--- src/rtl/adcs_pkg.sv ---
// Purpose: Shared constants for the converter sequencer.
// Assumes: Avalon word addressing, one register per 32-bit word.
// Notes:   Bus address equals the register index below.
package adcs_pkg;
   // -----------------------------------------------------------------
   // Register indices and reset values
   // -----------------------------------------------------------------
   localparam logic [31:0] CLK_SEL_IDX  = 32'hffffee04;
   localparam logic [31:0] RES3_LO_IDX  = 32'hfffff306;
   localparam logic [31:0] RES3_HI_IDX  = 32'hfffff307;
   localparam logic [31:0] MODE_A_IDX   = 32'hfffff310;
   localparam logic [31:0] MODE_B_IDX   = 32'hfffff311;
   localparam logic [1:0]  CLK_CODE_RST = 2'h0;
   localparam logic [1:0]  CLK_CODE_RSV = 2'h3;
   localparam logic [4:0]  LOW_ONES     = 5'h1f;
   // -----------------------------------------------------------------
   // Field positions
   // -----------------------------------------------------------------
   localparam int MA_EOC = 7;
   localparam int MA_BSY = 6;
   localparam int MA_ITM = 3;
   localparam int MA_RPT = 2;
   localparam int MA_SCN = 1;
   localparam int MA_STR = 0;
   localparam int MB_REF = 7;
   localparam int MB_IDL = 6;
   localparam int MB_TRG = 5;
   // -----------------------------------------------------------------
   // Conversion timing in conversion clocks
   // -----------------------------------------------------------------
   localparam int          RES_BITS     = 10;
   localparam logic [6:0]  CONV_LAST    = 7'd85;
   localparam logic [6:0]  SAMPLE_CLKS  = 7'd20;
   localparam logic [2:0]  BIT_LAST     = 3'd5;
   localparam logic [1:0]  QUAD_LAST    = 2'h3;
endpackage : adcs_pkg

--- src/rtl/adcs_prescale.sv ---
// Purpose: Conversion clock enable from the system clock.
// Assumes: Code 11 never reaches this module.
// Notes:   Emits one-cycle pulses at fsys/2, /4 or /8.
`timescale 1ns/1ps
`default_nettype none
module adcs_prescale (
   input  wire logic       clk_in,
   input  wire logic       rst_in,
   input  wire logic [1:0] code_in,
   output logic            tick_out
);
   logic [2:0] cnt_q;

   // Terminal count per code; the period doubles with each code step.
   function automatic logic [2:0] last_count(input logic [1:0] c);
      case (c)
         2'h0:    last_count = 3'h1;
         2'h1:    last_count = 3'h3;
         default: last_count = 3'h7;
      endcase
   endfunction : last_count

   // Free counter; a code change restarts cleanly via >= compare.
   always_ff @(posedge clk_in) begin
      if (rst_in) begin
         cnt_q <= 3'h0;
      end else if (cnt_q >= last_count(code_in)) begin
         cnt_q <= 3'h0;
      end else begin
         cnt_q <= cnt_q + 3'h1;
      end
   end

   assign tick_out = (cnt_q == last_count(code_in));

   tick_gap_a : assert property (@(posedge clk_in) disable iff (rst_in)
      tick_out |=> !tick_out)
      else $error("Conversion clock pulses back to back.");
endmodule : adcs_prescale
`default_nettype wire

--- src/rtl/adcs_sar.sv ---
// Purpose: Successive-approximation step control for one channel.
// Assumes: Comparator outside reports input above trial level.
// Notes:   A start pulse aborts and restarts at sampling.
`timescale 1ns/1ps
`default_nettype none
module adcs_sar #(
   parameter int W = adcs_pkg::RES_BITS
) (
   input  wire logic         clk_in,
   input  wire logic         rst_in,
   input  wire logic         tick_in,
   input  wire logic         start_in,
   input  wire logic         comp_in,
   output logic              sampling_out,
   output logic [W-1:0]      trial_out,
   output logic [W-1:0]      result_out,
   output logic              done_out
);
   logic          run_q;
   logic [6:0]    cnt_q;
   logic [2:0]    sub_q;
   logic [3:0]    step_q;
   logic [W-1:0]  res_q;
   logic [W-1:0]  bit_sel;

   assign bit_sel = (step_q < 4'(W)) ? (W'(1) << (W - 1 - step_q)) : '0;
   assign trial_out    = res_q | bit_sel;
   assign sampling_out = run_q && (cnt_q < adcs_pkg::SAMPLE_CLKS);
   assign result_out   = res_q;

   // Eighty-six conversion clocks: sample, ten bit trials, settle.
   always_ff @(posedge clk_in) begin
      if (rst_in) begin
         run_q    <= 1'b0;
         cnt_q    <= 7'd0;
         sub_q    <= 3'd0;
         step_q   <= 4'd0;
         res_q    <= '0;
         done_out <= 1'b0;
      end else begin
         done_out <= 1'b0;
         if (start_in) begin
            run_q  <= 1'b1;
            cnt_q  <= 7'd0;
            sub_q  <= 3'd0;
            step_q <= 4'd0;
            res_q  <= '0;
         end else if (run_q && tick_in) begin
            cnt_q <= cnt_q + 7'd1;
            if (cnt_q == adcs_pkg::CONV_LAST) begin
               run_q    <= 1'b0;
               done_out <= 1'b1;
            end else if (cnt_q >= adcs_pkg::SAMPLE_CLKS &&
                         step_q < 4'(W)) begin
               sub_q <= (sub_q == adcs_pkg::BIT_LAST) ? 3'd0 : sub_q + 3'd1;
               if (sub_q == adcs_pkg::BIT_LAST) begin
                  if (comp_in) begin
                     res_q <= res_q | bit_sel;
                  end
                  step_q <= step_q + 4'd1;
               end
            end
         end
      end
   end
endmodule : adcs_sar
`default_nettype wire

--- src/rtl/adcs_top.sv ---
// Purpose: Converter sequencer with Avalon-MM register access.
// Assumes: All inputs synchronous to CLK_IN (40 MHz).
// Notes:   Only result slot 3 is held here; other slots live elsewhere.
`timescale 1ns/1ps
`default_nettype none

// Overview of operation
// - Low result byte: bits 7-6, ones, flag.
// - Store flag sets on store, read clears.
// - Two-bit code picks fsys/2, /4, /8.
// - Ten-bit result over 1024 reference steps.
// - Reference bit drives switch; software waits 3 us.
// - Fixed mode converts the coded input.
// - Scan converts group base up to code.
// - Reset selects fixed mode, input zero.
// - Start bit or trigger fall starts; busy.
// - Start bit aborts and restarts conversion.
// - Trigger falls ignored while converting.
// - Single fixed: convert, flag, idle, interrupt.
// - Single scan: group once, flag, interrupt.
// - End flag clears when read.
// - Each channel takes 86 conversion clocks.
// - Fixed repeat: busy stays, interrupt each or four.
// - Clearing repeat stops after current conversion.
module adcs_top (
   input  wire logic        CLK_IN,
   input  wire logic        SYS_RST_IN,
   input  wire logic [31:0] AVS_ADDRESS_IN,
   input  wire logic        AVS_READ_IN,
   input  wire logic        AVS_WRITE_IN,
   input  wire logic [31:0] AVS_WRITEDATA_IN,
   input  wire logic [3:0]  AVS_BYTEENABLE_IN,
   output logic [31:0]      AVS_READDATA_OUT,
   output logic             AVS_WAITREQUEST_OUT,
   input  wire logic        TRIGGER_N_IN,
   input  wire logic        COMPARE_IN,
   output logic [2:0]       CHANNEL_OUT,
   output logic             SAMPLE_OUT,
   output logic [9:0]       TRIAL_LEVEL_OUT,
   output logic             REF_SWITCH_OUT,
   output logic             RUN_IN_IDLE_OUT,
   output logic             BUSY_OUT,
   output logic             DONE_IRQ_OUT
);
   // -----------------------------------------------------------------
   // Declarations
   // -----------------------------------------------------------------
   typedef enum logic {ST_IDLE, ST_CONV} adcs_state_type;

   adcs_state_type state_q;
   logic        ack_q;
   logic        cont_q;
   logic        start_scn;
   logic        start_rpt;
   logic        wr_acc;
   logic        rd_acc;
   logic [1:0]  clk_code_q;
   logic [1:0]  eff_code_q;
   logic        itm_q;
   logic        rpt_q;
   logic        scn_q;
   logic        ref_q;
   logic        idl_q;
   logic        trg_en_q;
   logic [2:0]  code_q;
   logic        eoc_q;
   logic        store3_q;
   logic [9:0]  res3_q;
   logic [2:0]  ch_q;
   logic [1:0]  quad_q;
   logic        trg_prev_q;
   logic        trg_fall;
   logic        sw_start;
   logic        start_req;
   logic        tick;
   logic        core_done;
   logic        core_start;
   logic        next_ch;
   logic        seq_end;
   logic        fixed_rpt;
   logic        store3;
   logic        irq;
   logic        rd_res;
   logic        rd_mode_a;
   logic [9:0]  core_res;
   logic [7:0]  rd_byte;

   // -----------------------------------------------------------------
   // Address decode helpers
   // -----------------------------------------------------------------
   function automatic logic hit(input logic [31:0] a, input logic [31:0] i);
      hit = (a == i);
   endfunction : hit

   // First input of the group that a code selects in scan mode.
   function automatic logic [2:0] group_base(input logic [2:0] c);
      group_base = {c[2], 2'h0};
   endfunction : group_base

   // -----------------------------------------------------------------
   // Avalon slave: one wait state, then answer
   // -----------------------------------------------------------------
   // A wait state lets read data come straight from a flip-flop.
   assign wr_acc = ack_q && AVS_WRITE_IN && AVS_BYTEENABLE_IN[0];
   assign rd_acc = ack_q && AVS_READ_IN;
   assign AVS_WAITREQUEST_OUT = (AVS_READ_IN || AVS_WRITE_IN) && !ack_q;

   // Acknowledge toggles high for one cycle per request.
   always_ff @(posedge CLK_IN) begin
      if (SYS_RST_IN) begin
         ack_q <= 1'b0;
      end else begin
         ack_q <= (AVS_READ_IN || AVS_WRITE_IN) && !ack_q;
      end
   end

   assign rd_res    = rd_acc && (hit(AVS_ADDRESS_IN, adcs_pkg::RES3_LO_IDX)
                      || hit(AVS_ADDRESS_IN, adcs_pkg::RES3_HI_IDX));
   assign rd_mode_a = rd_acc && hit(AVS_ADDRESS_IN, adcs_pkg::MODE_A_IDX);

   // Read mux; unmapped addresses read as zero.
   always_comb begin
      rd_byte = 8'h00;
      if (hit(AVS_ADDRESS_IN, adcs_pkg::RES3_LO_IDX)) begin
         rd_byte = {res3_q[1:0], adcs_pkg::LOW_ONES, store3_q};
      end else if (hit(AVS_ADDRESS_IN, adcs_pkg::RES3_HI_IDX)) begin
         rd_byte = res3_q[9:2];
      end else if (hit(AVS_ADDRESS_IN, adcs_pkg::CLK_SEL_IDX)) begin
         rd_byte = {6'h00, clk_code_q};
      end else if (hit(AVS_ADDRESS_IN, adcs_pkg::MODE_A_IDX)) begin
         rd_byte = {eoc_q, state_q == ST_CONV, 2'h0, itm_q, rpt_q,
                    scn_q, 1'b0};
      end else if (hit(AVS_ADDRESS_IN, adcs_pkg::MODE_B_IDX)) begin
         rd_byte = {ref_q, idl_q, trg_en_q, 2'h0, code_q};
      end
   end

   // Read data register, loaded at the edge that ends the wait.
   always_ff @(posedge CLK_IN) begin
      if (SYS_RST_IN) begin
         AVS_READDATA_OUT <= 32'h0000_0000;
      end else if (AVS_READ_IN && !ack_q) begin
         AVS_READDATA_OUT <= {24'h00_0000, rd_byte};
      end
   end

   // -----------------------------------------------------------------
   // Control registers
   // -----------------------------------------------------------------
   // The effective divider ignores the reserved code, so the converter
   // never runs from an undefined rate.
   always_ff @(posedge CLK_IN) begin
      if (SYS_RST_IN) begin
         clk_code_q <= adcs_pkg::CLK_CODE_RST;
         eff_code_q <= adcs_pkg::CLK_CODE_RST;
      end else if (wr_acc && hit(AVS_ADDRESS_IN, adcs_pkg::CLK_SEL_IDX)) begin
         clk_code_q <= AVS_WRITEDATA_IN[1:0];
         if (AVS_WRITEDATA_IN[1:0] != adcs_pkg::CLK_CODE_RSV) begin
            eff_code_q <= AVS_WRITEDATA_IN[1:0];
         end
      end
   end

   // Mode fields are sampled live, so a cleared repeat takes effect at
   // the end of the conversion under way.
   always_ff @(posedge CLK_IN) begin
      if (SYS_RST_IN) begin
         itm_q <= 1'b0;
         rpt_q <= 1'b0;
         scn_q <= 1'b0;
      end else if (wr_acc && hit(AVS_ADDRESS_IN, adcs_pkg::MODE_A_IDX)) begin
         itm_q <= AVS_WRITEDATA_IN[adcs_pkg::MA_ITM];
         rpt_q <= AVS_WRITEDATA_IN[adcs_pkg::MA_RPT];
         scn_q <= AVS_WRITEDATA_IN[adcs_pkg::MA_SCN];
      end
   end

   // Second mode register: reference, idle run, trigger, channel code.
   always_ff @(posedge CLK_IN) begin
      if (SYS_RST_IN) begin
         ref_q    <= 1'b0;
         idl_q    <= 1'b0;
         trg_en_q <= 1'b0;
         code_q   <= 3'h0;
      end else if (wr_acc && hit(AVS_ADDRESS_IN, adcs_pkg::MODE_B_IDX)) begin
         ref_q    <= AVS_WRITEDATA_IN[adcs_pkg::MB_REF];
         idl_q    <= AVS_WRITEDATA_IN[adcs_pkg::MB_IDL];
         trg_en_q <= AVS_WRITEDATA_IN[adcs_pkg::MB_TRG];
         code_q   <= AVS_WRITEDATA_IN[2:0];
      end
   end

   assign REF_SWITCH_OUT  = ref_q;
   assign RUN_IN_IDLE_OUT = idl_q;

   // -----------------------------------------------------------------
   // Start sources
   // -----------------------------------------------------------------
   always_ff @(posedge CLK_IN) begin
      if (SYS_RST_IN) begin
         trg_prev_q <= 1'b1;
      end else begin
         trg_prev_q <= TRIGGER_N_IN;
      end
   end

   assign trg_fall = trg_prev_q && !TRIGGER_N_IN;
   assign sw_start = wr_acc && hit(AVS_ADDRESS_IN, adcs_pkg::MODE_A_IDX)
                     && AVS_WRITEDATA_IN[adcs_pkg::MA_STR];
   // A trigger edge during a conversion is dropped, not queued.
   assign start_req = sw_start ||
                      (trg_fall && trg_en_q && state_q == ST_IDLE);
   // A start write also sets the mode, so it selects with the new bits.
   assign start_scn = sw_start ? AVS_WRITEDATA_IN[adcs_pkg::MA_SCN] : scn_q;
   assign start_rpt = sw_start ? AVS_WRITEDATA_IN[adcs_pkg::MA_RPT] : rpt_q;

   // -----------------------------------------------------------------
   // Sequencing
   // -----------------------------------------------------------------
   assign fixed_rpt  = rpt_q && !scn_q;
   assign next_ch    = core_done && !start_req && scn_q && ch_q != code_q &&
                       !(cont_q && !rpt_q);
   assign seq_end    = core_done && !start_req && !next_ch;
   assign core_start = start_req || next_ch ||
                       (seq_end && rpt_q);
   assign store3     = core_done && (fixed_rpt ? quad_q == adcs_pkg::QUAD_LAST
                                               : ch_q[1:0] == 2'h3);
   // Fixed repeat with interval mode set interrupts on every fourth.
   assign irq = seq_end && !(fixed_rpt && itm_q &&
                             quad_q != adcs_pkg::QUAD_LAST);

   // Busy state, channel pointer and whether the run repeats; a cleared
   // repeat in a continuous scan ends after the conversion under way.
   always_ff @(posedge CLK_IN) begin
      if (SYS_RST_IN) begin
         state_q <= ST_IDLE;
         ch_q    <= 3'h0;
         cont_q  <= 1'b0;
      end else if (start_req) begin
         state_q <= ST_CONV;
         ch_q    <= start_scn ? group_base(code_q) : code_q;
         cont_q  <= start_rpt;
      end else begin
         case (state_q)
            ST_IDLE: begin
               state_q <= ST_IDLE;
            end
            ST_CONV: begin
               if (next_ch) begin
                  ch_q <= ch_q + 3'h1;
               end else if (seq_end) begin
                  ch_q <= scn_q ? group_base(code_q) : code_q;
                  if (!rpt_q) begin
                     state_q <= ST_IDLE;
                  end
               end
            end
            default: state_q <= ST_IDLE;
         endcase
      end
   end

   // Conversion counter for sequential slots in fixed repeat mode.
   always_ff @(posedge CLK_IN) begin
      if (SYS_RST_IN || start_req) begin
         quad_q <= 2'h0;
      end else if (core_done) begin
         quad_q <= quad_q + 2'h1;
      end
   end

   // End flag: a new end wins over a clearing read in the same cycle.
   always_ff @(posedge CLK_IN) begin
      if (SYS_RST_IN) begin
         eoc_q <= 1'b0;
      end else if (seq_end) begin
         eoc_q <= 1'b1;
      end else if (rd_mode_a || rd_res) begin
         eoc_q <= 1'b0;
      end
   end

   // Slot three result and its store flag; a store beats a read.
   always_ff @(posedge CLK_IN) begin
      if (SYS_RST_IN) begin
         store3_q <= 1'b0;
         res3_q   <= 10'h000;
      end else if (store3) begin
         store3_q <= 1'b1;
         res3_q   <= core_res;
      end else if (rd_res) begin
         store3_q <= 1'b0;
      end
   end

   // Interrupt pulse register.
   always_ff @(posedge CLK_IN) begin
      if (SYS_RST_IN) begin
         DONE_IRQ_OUT <= 1'b0;
      end else begin
         DONE_IRQ_OUT <= irq;
      end
   end

   assign BUSY_OUT    = (state_q == ST_CONV);
   assign CHANNEL_OUT = ch_q;

   // -----------------------------------------------------------------
   // Prescaler and bit engine
   // -----------------------------------------------------------------
   adcs_prescale u_prescale (
      .clk_in   (CLK_IN),
      .rst_in   (SYS_RST_IN),
      .code_in  (eff_code_q),
      .tick_out (tick)
   );

   adcs_sar u_sar (
      .clk_in       (CLK_IN),
      .rst_in       (SYS_RST_IN),
      .tick_in      (tick),
      .start_in     (core_start),
      .comp_in      (COMPARE_IN),
      .sampling_out (SAMPLE_OUT),
      .trial_out    (TRIAL_LEVEL_OUT),
      .result_out   (core_res),
      .done_out     (core_done)
   );

   // -----------------------------------------------------------------
   // Checks
   // -----------------------------------------------------------------
   low_ones_a : assert property (@(posedge CLK_IN)
      disable iff (SYS_RST_IN)
      (rd_acc && hit(AVS_ADDRESS_IN, adcs_pkg::RES3_LO_IDX))
      |-> AVS_READDATA_OUT[5:1] == adcs_pkg::LOW_ONES)
      else $error("Low result byte bits 5-1 not ones.");

   flag_clear_a : assert property (@(posedge CLK_IN)
      disable iff (SYS_RST_IN)
      (rd_res && !store3) |=> !store3_q)
      else $error("Store flag not cleared by result read.");

   flag_set_a : assert property (@(posedge CLK_IN)
      disable iff (SYS_RST_IN)
      store3 |=> store3_q && res3_q == $past(core_res))
      else $error("Store flag or result not loaded.");

   rsv_code_a : assert property (@(posedge CLK_IN)
      disable iff (SYS_RST_IN)
      (wr_acc && hit(AVS_ADDRESS_IN, adcs_pkg::CLK_SEL_IDX) &&
       AVS_WRITEDATA_IN[1:0] == adcs_pkg::CLK_CODE_RSV)
      |=> $stable(eff_code_q))
      else $error("Reserved code changed the divider.");

   busy_start_a : assert property (@(posedge CLK_IN)
      disable iff (SYS_RST_IN)
      start_req |=> BUSY_OUT ##[1:1000] (SAMPLE_OUT || !BUSY_OUT))
      else $error("Start did not set busy.");

   trig_ignore_a : assert property (@(posedge CLK_IN)
      disable iff (SYS_RST_IN)
      (trg_fall && trg_en_q && BUSY_OUT && !sw_start && !core_done)
      |=> !$rose(SAMPLE_OUT))
      else $error("Trigger edge accepted while busy.");

   end_flag_a : assert property (@(posedge CLK_IN)
      disable iff (SYS_RST_IN)
      seq_end |=> eoc_q)
      else $error("End flag not set at sequence end.");

   single_stop_a : assert property (@(posedge CLK_IN)
      disable iff (SYS_RST_IN)
      (seq_end && !rpt_q) |=> !BUSY_OUT)
      else $error("Busy stayed set after single sequence.");

   cont_stop_a : assert property (@(posedge CLK_IN)
      disable iff (SYS_RST_IN)
      (core_done && cont_q && !rpt_q && !start_req) |=> !BUSY_OUT)
      else $error("Cleared repeat did not stop the run.");

   scan_step_a : assert property (@(posedge CLK_IN)
      disable iff (SYS_RST_IN)
      next_ch |=> ch_q == $past(ch_q) + 3'h1)
      else $error("Scan did not advance one input.");

   fixed_ch_a : assert property (@(posedge CLK_IN)
      disable iff (SYS_RST_IN)
      (start_req && !start_scn) |=> CHANNEL_OUT == $past(code_q))
      else $error("Fixed mode selected wrong input.");
endmodule : adcs_top
`default_nettype wire

--- config.mk ---
export PLATFORM = sky130hd
export DESIGN_NAME = adcs_top
export DESIGN_NICKNAME = d
export VERILOG_FILES = /design/src/rtl/adcs_pkg.sv /design/src/rtl/adcs_prescale.sv /design/src/rtl/adcs_sar.sv /design/src/rtl/adcs_top.sv
export SDC_FILE = /design/constraint.sdc
export NUM_CORES = 1
export LEC_CHECK = 0
export BUFFER_PORTS_ARGS = -buffer_cell sky130_fd_sc_hd__buf_2
export CAP_MARGIN = 0
export CELL_PAD_IN_SITES_DETAIL_PLACEMENT = 1
export CELL_PAD_IN_SITES_GLOBAL_PLACEMENT = 1
export CORE_MARGIN = 5
export CORE_UTILIZATION = 37
export DETAILED_ROUTE_END_ITERATION = 12
export GPL_TIMING_DRIVEN = 0
export PLACE_DENSITY_LB_ADDON = 0.1
export SYNTH_ARGS = -nofsm -noshare
export SYNTH_HDL_FRONTEND = slang
export SYNTH_SLANG_ARGS = --single-unit
--- constraint.sdc ---
create_clock -name CLK_IN -period 2.3 [get_ports CLK_IN]
set_input_delay 0.23 -clock CLK_IN [delete_from_list [all_inputs] [get_ports CLK_IN]]
set_output_delay 0.23 -clock CLK_IN [all_outputs]
set_load 0.005 [all_outputs]
==> reports/qor.yml <==
run_status:
  status: "complete, no violations"
setup_path:
  r2r_start: "eff_code_q[1]$_SDFFE_PP0P_"
  path_cells: "inv_1 > ha_4 > xnor2_1 > or3_1 > nor2_1 > or2_2 > buf_2"
  path_class: "flop to primary output"
  critical_path.max_fanout: 6
  crit_required_ns: 2.07
  r2r-end: "u_sar.result_out[6]$_SDFFE_PP0P_"
  reg2reg_depth: 8
  rrSetupSlack_ns: 0.19
  crit_slowest_cell: "dfxtp_2"
  crit_path_start_kind: "flop"
  slowest_delay_ns: 0.39
  worst_ep_arrival_time_ns: 1.89
  cp-end-kind: "primary output"
cells_and_area:
  final_common_cell: "buf_2"
  mostFrequentLayoutCells: "75 x buf_2, 71 x dfxtp_1, 67 x nor2_1"
  drive_above_1_share: 0.253
  instances_no_fill: 698
  areaGrowthSynthToFinish_pct: 23.1
  design_area_um2: 4670
  antenna_cells: 0
  fin_nets: 642
power:
  cellLeakagePower_nw: 2.07
  power_density_nw_per_um2: 565
  total_power_w: 0.00263
  ir_worst_vdd_mv: 0.216
timing:
  maxSlewHeadroom: 0.573
  finalClockSkew_ns: 0.0125
  fin_ws_ns: 0.177
  fmax_mhz: 471
  tightest_slew_ns: 0.634
  hold_viol: 0
  grt_setup_unrepaired: "no"
  slew_violations: 0
  post-route-min-period_ns: 2.12
  final-setup-viol-count: 0
  min_period_over_period: 0.923
floorplan:
  ios: 125
  design.core.area_um2: 10100
  initial_core_util: 0.374
  die_y_um: 111
  fp.dieW_um: 111
  rows: 37
  fp.dieArea_um2: 12400
global_routing:
  grt_pass1_wl_um: 17800
  grt_max_degree: 14
  grt_use_total: 0.176
  grt.overflow.total: 0
  grt_pass1_vias: 3580
  antenna_found_initial: 0
hold_path:
  hold_path_depth: 2
  min_path_type: "primary input to flop"
  min_to: "trg_prev_q$_SDFF_PP1_"
  min_from: "TRIGGER_N_IN"
cts:
  cts_inserted_buffers: 9
  cts_max_path_buffers: 2
  path_clk_slew_ns: 0.09
  numClockSinks: 72
  cts-root-buf: "clkbuf_8"
  htreeDepth: 3
  clock_latency_ns: 0.36
  cts_tree: "done"
placed_design:
  postPlaceCellArea_um2: 4400
  port-buffer-count: 71
  pre_cts_slack_ns: -0.198
  dp_cells: 680
  gp_routability_congestion: 0.866
  hpwl_um: 8440
synthesis:
  syn-mean-instance-area_um2: 8.42
  yosysSeqAreaShare: 0.380
  synth_area_leaders: "dfxtp_1 38%, nor2_1 6.6%, mux2i_1 5.8%"
  synth_edf_count: 0
  ys_warn_count: 0
  async_reset_ff_frac: 0
  ys_types: 65
  netlist_area_um2: 3790
  ys.flop_type: "dfxtp_1"
  synth-seq-cells: 72
  syn_inst: 450
  synth_top_area_frac: 0.380
  yosysTopAreaCell: "dfxtp_1"
run:
  maxCapViolations: 0
route:
  routed_wl_um: 10700
  drcViolationCount: 0
  drt-vias-per-instance: 4.98
  wire_per_inst_um: 15.4
  drt_first_pass_iters: 4
  vias: 3474
  first_iter_violations: 97
  antenna_left: 0
synthesized netlist by cell type (3+ instances only):
cell type / n
a2111oi_0: 4
a21o_1: 3
a21oi_1: 29
a221oi_1: 3
a31oi_1: 4
and3_1: 6
buf_2: 4
buf_4: 26
clkbuf_1: 8
dfxtp_1: 72
ha_1: 11
inv_1: 15
mux2i_1: 22
nand2_1: 40
nand2b_1: 9
nand3_1: 8
nand4_1: 7
nand4b_1: 3
nor2_1: 67
nor2b_1: 5
nor3_1: 12
nor4_1: 6
o21a_1: 5
o21ai_0: 6
o21ai_1: 3
o21bai_1: 3
o31ai_1: 4
or2_2: 7
xnor2_1: 8
xor2_1: 7
critical path: cells and delay by family (launching register included):
family	cells	cell delay (ns)
xor gates and xnor gates	1	0.15
buffers and inverters	2	0.20
DFF	1	0.39
adders and majority gates	1	0.18
and+or+nand+nor	3	0.62
worst max-delay path by stage:
stage / slack (ns) / startpoint / to
3_3_place_gp: -0.14 / eff_code_q[1]$_SDFFE_PP0P_ / u_sar.result_out[6]$_SDFFE_PP0P_
2_1_floorplan: 0.15 / eff_code_q[1]$_SDFFE_PP0P_ / u_sar.result_out[6]$_SDFFE_PP0P_
4_1_cts: 0.007 / u_sar.step_q[1]$_SDFFE_PP0P_ / TRIAL_LEVEL_OUT[8]
5_1_grt: 0.03 / ack_q$_SDFF_PP0_ / u_sar.cnt_q[3]$_SDFFE_PP0P_
6_report: 0.18 / u_sar.step_q[1]$_SDFFE_PP0P_ / TRIAL_LEVEL_OUT[8]
3_5_place_dp: -0.20 / eff_code_q[1]$_SDFFE_PP0P_ / u_sar.result_out[6]$_SDFFE_PP0P_
routing by layer:
layer  track usage  wire, um  share of wire
met1         0.207      4650           0.43
met2         0.306      5190           0.48
met3        0.0491       697          0.065
met4        0.0608       178          0.017
met5             0         0              0
where the power goes:
part / internal, W / total (W) / switching [W]
clock: 0.000643 / 0.00115 / 0.000507
combinational: 0.0000987 / 0.000208 / 0.000110
sequential: 0.00126 / 0.00128 / 0.0000141
total: 0.00200 / 0.00263 / 0.000631
cell type report:
type                    count  area, um2
plain buffers              41        272
clock buffers              10        138
clock inverters             6       91.3
fillers                  1251       5470
inverters                  16       60.1
multi-input cells         344       2120
flip-flops and latches     72       1440
well taps                 136        170
repair buffers             73        370
kinds of logic after synthesis:
kind of cell             share of synthesized area
multiplexers                                0.0611
other                                     0.000989
adder cells (fa/ha/maj)                     0.0363
AND/OR/NAND/NOR                              0.257
flip-flops                                   0.380
AO/OA/AOI/OAI                                0.142
buffers and inverters                       0.0875
XOR/XNOR                                    0.0347
per-stage QoR:
step	utilization	setup TNS (ns)	hold slack, ns
floorplan	-	0	0.337
finish	0.460	0	0.0873
global placement	0.434	-0.219	0.441
global route	0.460	0	0.0801
detailed placement	0.434	-0.670	0.452
CTS	0.458	0	0.0707
flip-flops by register name (all words and copies together), names as in the netlist, 2 cells and up:
signal	flops
quad_q	2
AVS_READDATA_OUT	8
u_sar.cnt_q	7
eff_code_q	2
res3_q	10
code_q	3
u_sar.result_out	10
u_prescale.cnt_q	3
clk_code_q	2
CHANNEL_OUT	3
u_sar.step_q	4
u_sar.sub_q	3
repair_timing:
action | in CTS | in global routing
hold buffers | 0 | 0
setup buffers | 2 | 0
setup endpoints to repair | 1 | 7
pin swaps | 1 | 1
gates resized for setup | 1 | 3
Note: power is estimated with default switching activity, not from simulation.
